## config.mk

```make
export PLATFORM = sky130hd
export DESIGN_NAME = dsrm_top
export DESIGN_NICKNAME = d
export VERILOG_FILES = /design/src/design/dsrm_pkg.sv /design/src/design/dsrm_fifo.sv /design/src/design/dsrm_top.sv
export SDC_FILE = /design/constraint.sdc
export NUM_CORES = 1
export LEC_CHECK = 0
export ABC_AREA = 1
export BUFFER_PORTS_ARGS = -buffer_cell sky130_fd_sc_hd__buf_2
export CAP_MARGIN = 10
export CORE_AREA = 2 2 180 182
export CTS_CLUSTER_SIZE = 16
export DETAILED_ROUTE_END_ITERATION = 12
export DIE_AREA = 0 0 182 184
export GPL_TIMING_DRIVEN = 0
export HOLD_SLACK_MARGIN = 0.15
export PLACE_DENSITY = 0.87
export SYNTH_ARGS = -nofsm -noshare
export SYNTH_HDL_FRONTEND = slang
export SYNTH_SLANG_ARGS = --single-unit
```

## constraint.sdc

```tcl
create_clock -name sys_clk -period 5 [get_ports sys_clk]
set_clock_uncertainty 0.15 [all_clocks]
set_input_delay 1 -clock sys_clk [delete_from_list [all_inputs] [get_ports sys_clk]]
set_output_delay 1 -clock sys_clk [all_outputs]
set_load 0.05 [all_outputs]
```

## src/design/dsrm_pkg.sv

```systemverilog
// constants and types of the downstream slot receive mask block
// assumes one system clock and an 8-bit register port

package dsrm_pkg;

  // mask registers, at their printed byte addresses
  localparam logic [7:0] MASK0_OFF    = 8'h65;
  localparam logic [7:0] MASK1_OFF    = 8'h66;
  localparam logic [7:0] MASK2_OFF    = 8'h67;
  localparam logic [7:0] MASK3_OFF    = 8'h68;
  // local registers of this block
  localparam logic [7:0] LCOUNT_OFF   = 8'h40;
  localparam logic [7:0] CONTROL_OFF  = 8'h41;
  localparam logic [7:0] STATUS_OFF   = 8'h42;
  localparam logic [7:0] ACTIVE0_OFF  = 8'h43;
  localparam logic [7:0] FWDCOUNT_OFF = 8'h47;

  localparam int         MASK_REGS    = 4;
  localparam int         MASK_BITS    = 8;
  localparam int         SLOTS        = 32;
  localparam int         SLOT_W       = 5;
  localparam int         COUNT_W      = 6;
  localparam int         DATA_W       = 32;
  localparam int         FIFO_DEPTH   = 8;

  localparam logic [7:0] MASK_RESET   = 8'h00;
  localparam logic [5:0] LCOUNT_RESET = 6'h00;

  // control register bits
  localparam int         CTRL_COMMIT_BIT = 0;
  // status register bits
  localparam int         STAT_MODE_BIT   = 0;
  localparam int         STAT_PEND_BIT   = 1;
  localparam int         STAT_FULL_BIT   = 2;
  localparam int         STAT_EMPTY_BIT  = 3;

  typedef enum logic [0:0] {
    DSRM_SEL_MASK  = 1'b0,
    DSRM_SEL_COUNT = 1'b1
  } dsrm_sel_e;

  typedef struct packed {
    logic [SLOT_W-1:0] slot;
    logic [DATA_W-1:0] data;
  } dsrm_slot_word_s;

  typedef struct packed {
    logic [7:0] addr;
    logic [7:0] wdata;
    logic       wr;
    logic       rd;
  } dsrm_reg_req_s;

endpackage

```

## src/design/dsrm_fifo.sv

```systemverilog
// small synchronous fifo with valid/ready on both sides
// assumes DEPTH is a power of two and an active-low reset copy with synchronised release

`timescale 1ns/100ps

module dsrm_fifo #(
  parameter int WIDTH = 8,
  parameter int DEPTH = 8
) (
  input  wire logic             clk,
  input  wire logic             rst_n,
  input  wire logic             in_valid,
  output      logic             in_ready,
  input  wire logic [WIDTH-1:0] in_data,
  output      logic             out_valid,
  input  wire logic             out_ready,
  output      logic [WIDTH-1:0] out_data
);

  localparam int PW = $clog2(DEPTH);

  logic [WIDTH-1:0] mem [DEPTH];
  logic [PW-1:0]    wr_ptr;
  logic [PW-1:0]    rd_ptr;
  logic [PW:0]      count;
  logic [PW:0]      next_count;
  logic             push;
  logic             pop;

  assign push     = in_valid && in_ready;
  assign pop      = out_valid && out_ready;
  assign out_data = mem[rd_ptr];

  always_comb begin
    next_count = count;
    if (push && !pop) begin
      next_count = count + (PW+1)'(1);
    end else if (pop && !push) begin
      next_count = count - (PW+1)'(1);
    end
  end

  always_ff @(posedge clk or negedge rst_n) begin
    if (!rst_n) begin
      count     <= '0;
      in_ready  <= 1'b0;
      out_valid <= 1'b0;
    end else begin
      count     <= next_count;
      in_ready  <= next_count != (PW+1)'(DEPTH);
      out_valid <= next_count != '0;
    end
  end

  always_ff @(posedge clk or negedge rst_n) begin
    if (!rst_n) begin
      wr_ptr <= '0;
      rd_ptr <= '0;
    end else begin
      if (push) begin
        wr_ptr <= wr_ptr + PW'(1);
      end
      if (pop) begin
        rd_ptr <= rd_ptr + PW'(1);
      end
    end
  end

  // storage has no reset: only written words are ever read
  always_ff @(posedge clk) begin
    if (push) begin
      mem[wr_ptr] <= in_data;
    end
  end

endmodule

```

## src/design/dsrm_top.sv

```systemverilog
// downstream slot receive selection of a subordinate bus node
// assumes the slot stream and register port run on sys_clk
//
// Notes on behaviour
// RULE1: mask bit one takes that downstream slot, zero ignores it.
// RULE2: bit k of a mask register selects slot base plus k.
// RULE3: low nibble of the first mask selects slots three down to zero.
// RULE4: second mask register at 0x66 selects slots 8 to 15.
// RULE5: third mask register at 0x67 selects slots 16 to 23.
// RULE6: fourth mask register at 0x68 selects slots 24 to 31.
// RULE7: with no mask bits set, take the first local-count slots instead.
// RULE8: written masks stay pending until the new-structure commit.
// RULE9: selected slots are forwarded toward the local serial port.
// RULE10: first mask register at 0x65 selects slots 0 to 7.
// RULE11: all mask bits reset to zero, so count fallback rules.

`timescale 1ns/100ps

module dsrm_top #(
  parameter int DATA_W     = dsrm_pkg::DATA_W,
  parameter int FIFO_DEPTH = dsrm_pkg::FIFO_DEPTH
) (
  input  wire logic                        sys_clk,
  input  wire logic                        reset_n,
  input  wire logic [7:0]                  reg_addr,
  input  wire logic [7:0]                  reg_wdata,
  input  wire logic                        reg_wr,
  input  wire logic                        reg_rd,
  output      logic [7:0]                  reg_rdata,
  input  wire logic                        slot_valid,
  output      logic                        slot_ready,
  input  wire logic [dsrm_pkg::SLOT_W-1:0] slot_index,
  input  wire logic [DATA_W-1:0]           slot_data,
  output      logic                        tdm_valid,
  input  wire logic                        tdm_ready,
  output      logic [dsrm_pkg::SLOT_W-1:0] tdm_slot,
  output      logic [DATA_W-1:0]           tdm_data
);

  ////////////////////////////////////////////////////////////////////////
  // reset release

  logic rst_meta;
  logic rst_n;

  // release is synchronised; assertion stays asynchronous
  always_ff @(posedge sys_clk or negedge reset_n) begin
    if (!reset_n) begin
      rst_meta <= 1'b0;
      rst_n    <= 1'b0;
    end else begin
      rst_meta <= 1'b1;
      rst_n    <= rst_meta;
    end
  end

  ////////////////////////////////////////////////////////////////////////
  // register port request

  dsrm_pkg::dsrm_reg_req_s req;

  assign req.addr  = reg_addr;
  assign req.wdata = reg_wdata;
  assign req.wr    = reg_wr;
  assign req.rd    = reg_rd;

  logic [7:0] mask_rel;
  logic [7:0] act_rel;
  logic       hit_mask;
  logic       hit_active;

  assign mask_rel   = req.addr - dsrm_pkg::MASK0_OFF;
  assign act_rel    = req.addr - dsrm_pkg::ACTIVE0_OFF;
  assign hit_mask   = mask_rel < 8'(dsrm_pkg::MASK_REGS);
  assign hit_active = act_rel < 8'(dsrm_pkg::MASK_REGS);

  ////////////////////////////////////////////////////////////////////////
  // pending masks, as software wrote them

  logic [dsrm_pkg::MASK_REGS-1:0][7:0] pend_mask;

  // RULE10 first mask at 0x65
  // RULE4 RULE5 RULE6 following masks in turn
  // RULE11 masks reset clear
  always_ff @(posedge sys_clk or negedge rst_n) begin
    if (!rst_n) begin
      for (int i = 0; i < dsrm_pkg::MASK_REGS; i++) begin
        pend_mask[i] <= dsrm_pkg::MASK_RESET;
      end
    end else if (req.wr && hit_mask) begin
      pend_mask[mask_rel[1:0]] <= req.wdata;
    end
  end

  logic [dsrm_pkg::COUNT_W-1:0] pend_count;

  // values above the slot total are clipped, a larger count is meaningless
  always_ff @(posedge sys_clk or negedge rst_n) begin
    if (!rst_n) begin
      pend_count <= dsrm_pkg::LCOUNT_RESET;
    end else if (req.wr && req.addr == dsrm_pkg::LCOUNT_OFF) begin
      if (req.wdata > 8'(dsrm_pkg::SLOTS)) begin
        pend_count <= dsrm_pkg::COUNT_W'(dsrm_pkg::SLOTS);
      end else begin
        pend_count <= req.wdata[dsrm_pkg::COUNT_W-1:0];
      end
    end
  end

  ////////////////////////////////////////////////////////////////////////
  // commit of a new structure

  logic commit;

  // RULE8 commit bit acts once
  always_ff @(posedge sys_clk or negedge rst_n) begin
    if (!rst_n) begin
      commit <= 1'b0;
    end else begin
      commit <= req.wr && req.addr == dsrm_pkg::CONTROL_OFF &&
                req.wdata[dsrm_pkg::CTRL_COMMIT_BIT];
    end
  end

  logic [dsrm_pkg::MASK_REGS-1:0][7:0] act_mask;
  logic [dsrm_pkg::COUNT_W-1:0]        act_count;

  // RULE8 apply pending on commit
  // a write in the commit cycle lands in pending and waits for the next
  always_ff @(posedge sys_clk or negedge rst_n) begin
    if (!rst_n) begin
      for (int i = 0; i < dsrm_pkg::MASK_REGS; i++) begin
        act_mask[i] <= dsrm_pkg::MASK_RESET;
      end
      act_count <= dsrm_pkg::LCOUNT_RESET;
    end else if (commit) begin
      act_mask  <= pend_mask;
      act_count <= pend_count;
    end
  end

  logic pending_change;

  assign pending_change = (pend_mask != act_mask) ||
                          (pend_count != act_count);

  ////////////////////////////////////////////////////////////////////////
  // slot selection

  logic [dsrm_pkg::SLOTS-1:0] slot_map;
  dsrm_pkg::dsrm_sel_e        sel_mode;
  logic                       slot_taken;

  // one group per mask register, bit k of group n is slot 8*n+k
  always_comb begin
    slot_map        = '0;
    // RULE2 bit k is slot base plus k
    // RULE3 low nibble slots three to zero
    slot_map[3:0]   = act_mask[0][3:0];
    // RULE10 rest of the first group
    slot_map[7:4]   = act_mask[0][7:4];
    // RULE4 slots 8 to 15
    slot_map[15:8]  = act_mask[1];
    // RULE5 slots 16 to 23
    slot_map[23:16] = act_mask[2];
    // RULE6 slots 24 to 31
    slot_map[31:24] = act_mask[3];
  end

  // RULE7 empty masks fall back to count
  assign sel_mode = (slot_map == '0) ? dsrm_pkg::DSRM_SEL_COUNT
                                     : dsrm_pkg::DSRM_SEL_MASK;

  // RULE1 set bit takes slot
  always_comb begin
    slot_taken = 1'b0;
    unique case (sel_mode)
      dsrm_pkg::DSRM_SEL_MASK: begin
        slot_taken = slot_map[slot_index];
      end
      dsrm_pkg::DSRM_SEL_COUNT: begin
        slot_taken = {1'b0, slot_index} < act_count;
      end
    endcase
  end

  ////////////////////////////////////////////////////////////////////////
  // forwarding buffer

  dsrm_pkg::dsrm_slot_word_s in_word;
  dsrm_pkg::dsrm_slot_word_s out_word;
  logic                      fifo_in_valid;
  logic                      fifo_in_ready;
  logic                      fifo_out_valid;
  logic                      fifo_out_ready;

  assign in_word.slot  = slot_index;
  assign in_word.data  = slot_data;
  assign fifo_in_valid = slot_valid && slot_taken;
  // ignored slots are consumed only while the buffer can take a word too,
  // so the stream order is never broken around a stall
  assign slot_ready    = fifo_in_ready;

  // RULE9 selected slots buffered
  dsrm_fifo #(
    .WIDTH ($bits(dsrm_pkg::dsrm_slot_word_s)),
    .DEPTH (FIFO_DEPTH)
  ) u_fifo (
    .clk       (sys_clk),
    .rst_n     (rst_n),
    .in_valid  (fifo_in_valid),
    .in_ready  (fifo_in_ready),
    .in_data   (in_word),
    .out_valid (fifo_out_valid),
    .out_ready (fifo_out_ready),
    .out_data  (out_word)
  );

  ////////////////////////////////////////////////////////////////////////
  // serial port output stage

  assign fifo_out_ready = !tdm_valid || tdm_ready;

  // RULE9 forward to serial port
  always_ff @(posedge sys_clk or negedge rst_n) begin
    if (!rst_n) begin
      tdm_valid <= 1'b0;
    end else if (fifo_out_ready) begin
      tdm_valid <= fifo_out_valid;
    end
  end

  always_ff @(posedge sys_clk or negedge rst_n) begin
    if (!rst_n) begin
      tdm_slot <= '0;
      tdm_data <= '0;
    end else if (fifo_out_ready && fifo_out_valid) begin
      tdm_slot <= out_word.slot;
      tdm_data <= out_word.data;
    end
  end

  logic [7:0] fwd_count;

  // wraps; software takes differences
  always_ff @(posedge sys_clk or negedge rst_n) begin
    if (!rst_n) begin
      fwd_count <= 8'h00;
    end else if (tdm_valid && tdm_ready) begin
      fwd_count <= fwd_count + 8'h01;
    end
  end

  ////////////////////////////////////////////////////////////////////////
  // read back

  logic [7:0] status;
  logic [7:0] next_rdata;

  always_comb begin
    status = 8'h00;
    status[dsrm_pkg::STAT_MODE_BIT]  = sel_mode;
    status[dsrm_pkg::STAT_PEND_BIT]  = pending_change;
    status[dsrm_pkg::STAT_FULL_BIT]  = !fifo_in_ready;
    status[dsrm_pkg::STAT_EMPTY_BIT] = !fifo_out_valid;
  end

  // unmapped addresses and the commit register read as zero
  always_comb begin
    next_rdata = 8'h00;
    if (hit_mask) begin
      next_rdata = pend_mask[mask_rel[1:0]];
    end else if (hit_active) begin
      next_rdata = act_mask[act_rel[1:0]];
    end else if (req.addr == dsrm_pkg::LCOUNT_OFF) begin
      next_rdata = 8'(pend_count);
    end else if (req.addr == dsrm_pkg::STATUS_OFF) begin
      next_rdata = status;
    end else if (req.addr == dsrm_pkg::FWDCOUNT_OFF) begin
      next_rdata = fwd_count;
    end
  end

  // data stand for the one cycle after the strobe only
  always_ff @(posedge sys_clk or negedge rst_n) begin
    if (!rst_n) begin
      reg_rdata <= 8'h00;
    end else if (req.rd) begin
      reg_rdata <= next_rdata;
    end else begin
      reg_rdata <= 8'h00;
    end
  end

endmodule

```

==> flow_summary.json <==
{
  "run_status": "finished clean",
  "synth_fp_nets": 1771,
  "numCtsBuffers": 44,
  "powerDensity_nw_per_um2": 557,
  "grt_start_max_net_pins": 68,
  "seq_area_frac_synth_pct": 66.6,
  "post_drt_wl_per_cell_um": 23.4,
  "max-cap-violations": 0,
  "vdd_ir_drop_max_mv": 0.437,
  "die-width_um": 182,
  "postSynth.topFlopCell": "edfxtp_1",
  "yosys_warnings": 0,
  "post-cts-setup-buffers": 0,
  "cts.reportedPaths.clkPinSlew_ps": 60,
  "cts_root_buf": "clkbuf_16",
  "drtPass1Iterations": 6,
  "layout.nets": 1934,
  "area_of_the_multi_input_gates_um2": 5520,
  "ys_types": 47,
  "drc": 0,
  "share_of_post_route_cells_with_drive_strength_above_1_pct": 12.5,
  "post_cts_resize_count": 0,
  "clock_path_buffers": 3,
  "rsz_0062_raised_after_global_routing": "no",
  "clkLatencyLatePin_ps": 560,
  "relSlewSlack_pct": 38.3,
  "path_max_fanout": 12,
  "first_global_vias": 14500,
  "cts-hold-fix-buffers": 2,
  "timing.final.crit_period_ps": 3910,
  "hold_viol_final": 0,
  "synth.ff_latch_count": 441,
  "initial_core_util_pct": 59.8,
  "storage_element_area_um2": 12500,
  "worst_slew_pin_slew_ps": 926,
  "dr_total_vias": 14700,
  "globalplace.congestion": 0.993,
  "drt.antenna.violating_nets": 0,
  "hp-class": "reg2reg",
  "final.fill_count": 2111,
  "criticalPathCategory": "in2reg",
  "dp_cells": 2214,
  "postSynth.asyncResetShare_pct": 32.9,
  "postSynthCellCount": 1697,
  "dp_hpwl_um": 35200,
  "row_count": 65,
  "grt_pass1_wl_um": 80900,
  "core-area_um2": 31400,
  "buffer_ports.inserted": 105,
  "instances_no_fill": 2301,
  "antenna_violations_before_repair": 1,
  "ctsHtreeMaxLevel": 2,
  "static-leakage-power_nw": 8.50,
  "routed_via_density": 6.40,
  "detailedRoute.firstIterationViolations": 2038,
  "grt_remaining_overflow": 0,
  "floorplan.io_pins": 106,
  "design.die.area_um2": 33500,
  "timing.critical_path.from_type": "input pin",
  "data_arrival_time_of_the_worst_path_ps": 4190,
  "synthesis_to_finish_area_growth_pct": 15.5,
  "final.period_utilization_pct": 78.3,
  "post_synth_instance_area_um2": 18800,
  "clkSinkCount": 441,
  "crit_path_end_kind": "register",
  "final-setup-viol-count": 0,
  "floorplan.die.height_um": 184,
  "number_of_enable_flip_flop_cells_after_synthesis": 296,
  "fmax_ghz": 0.256,
  "synthesis.area_per_instance_um2": 11.1,
  "required_ps": 5280,
  "drt-total-wl_um": 53800,
  "tritoncts": "done",
  "hold-worst-slack_ps": 202,
  "worst-r2r-setup-slack_ps": 1570,
  "grt_usage_pct": 31.8,
  "report.final.slew_viol_count": 0
}
## cells in the final DEF, fill, tap and decap left out, types with 6 or more instances in the layout
cell / netlist / routed
edfxtp_1: 296 / 296
nand2_1: 278 / 278
o21ai_0: 222 / 222
nor2_1: 188 / 180
dfrtp_1: 145 / 144
buf_2: 5 / 110
inv_1: 94 / 94
clkbuf_1: 77 / 84
nand3_1: 80 / 80
o221ai_1: 66 / 66
clkbuf_16: 0 / 44
o21ai_1: 39 / 39
a21oi_1: 38 / 38
nand4_1: 19 / 19
o22ai_1: 18 / 18
xor2_1: 17 / 17
ha_1: 15 / 15
xnor2_1: 14 / 14
o211ai_1: 13 / 13
nor3_1: 9 / 9
clkinv_2: 0 / 9
or2_2: 8 / 8
nor2_4: 0 / 8
bufinv_16: 0 / 8
buf_16: 0 / 8
clkinv_1: 1 / 6
buf_6: 6 / 6
## Yosys cell counts (17+ instances only)
cell / count / area share, %
nor2_1: 188 / 3.8
nand2_1: 278 / 5.6
o221ai_1: 66 / 3.1
o22ai_1: 18 / 0.60
nand3_1: 80 / 2.1
o21ai_1: 39 / 1.0
edfxtp_1: 296 / 47
a21oi_1: 38 / 1.0
xor2_1: 17 / 0.79
nand4_1: 19 / 0.63
dfrtp_1: 145 / 19
inv_1: 94 / 1.9
o21ai_0: 222 / 5.9
clkbuf_1: 77 / 1.5
## worst max-delay path: stages
cell and delay (ps):
buf_2 120, buf_2 180, inv_2 150, clkbuf_1 350, clkbuf_1 500, ha_1 280
clkbuf_1 380, clkbuf_1 430, o22ai_1 180, o21ai_0 250, a31oi_1 70, nor3_1 280
## power breakdown
group	internal, mW	total, mW	switching (mW)
combinational	0.971	3.87	2.90
clock	2.05	3.50	1.44
sequential	4.42	4.71	0.295
## sequential cells by signal, indices dropped and copies added, names as in the netlist
signal            count
reg_rdata             8
u_fifo.wr_ptr         3
u_fifo.mem          296
pend_count            6
fwd_count             8
u_fifo.out_valid      1
u_fifo.rd_ptr         3
rst_n                 1
pend_mask            32
rst_meta              1
u_fifo.in_ready       1
tdm_valid             1
tdm_slot              5
tdm_data             32
act_mask             32
act_count             6
commit                1
u_fifo.count          4
## per-stage QoR
stage	setup TNS (ps)	setup WS (ps)	cell area, um2	util [%]	power [mW]
6_report	0	1090	21700	69.1	12.1
5_1_grt	0	935	21700	69.1	12.5
4_1_cts	0	1200	21700	69.1	11.9
3_5_place_dp	0	672	20100	64.1	8.45
3_3_place_gp	-466710	-1280	19800	63.1	8.19
2_1_floorplan	0	511	18800	-	7.12
## cell families after synthesis
family	share of synthesized area (%)
flops	66.6
xor+xnor	1.45
compound gates	12.7
buf+inv	4.28
other cells	0.0200
mux	0.0600
fa+ha+maj	0.999
simple gates	13.9
## final cells by class
class | instances | share of cell area (%)
flip-flops and latches | 441 | 57.7
multi-input cells | 1062 | 25.5
clock buffers | 51 | 5.20
repair buffers | 117 | 3.72
well taps | 402 | 2.32
plain buffers | 93 | 1.92
clock inverters | 31 | 1.83
inverters | 101 | 1.78
diodes | 3 | 0.0346
## final timing paths
check / from / to / cells past startpoint
min in group asynchronous: rst_n$_DFF_PN0_ / pend_mask[2]$_DFFE_PN0P_ / 1
worst max-delay path: reg_addr[0] / reg_rdata[6]$_DFF_PN0_ / 12
max in group asynchronous: rst_n$_DFF_PN0_ / act_mask[20]$_DFFE_PN0P_ / 1
worst min register to register: rst_meta$_DFF_PN0_ / rst_n$_DFF_PN0_ / 0
worst max register to register: act_mask[21]$_DFFE_PN0P_ / u_fifo.mem[5][31]$_DFFE_PP_ / 10
worst min-delay path: rst_meta$_DFF_PN0_ / rst_n$_DFF_PN0_ / 0
## metal layers
metal  GRT usage, %  routed length (um)  up-vias
li1               -                   -     6359
met1           40.5               19800     7077
met2           53.6               26200     1083
met3           4.97                5230      211
met4           16.1                2620        0
met5              0                   0        -
Note: power is estimated with default switching activity, not from simulation.
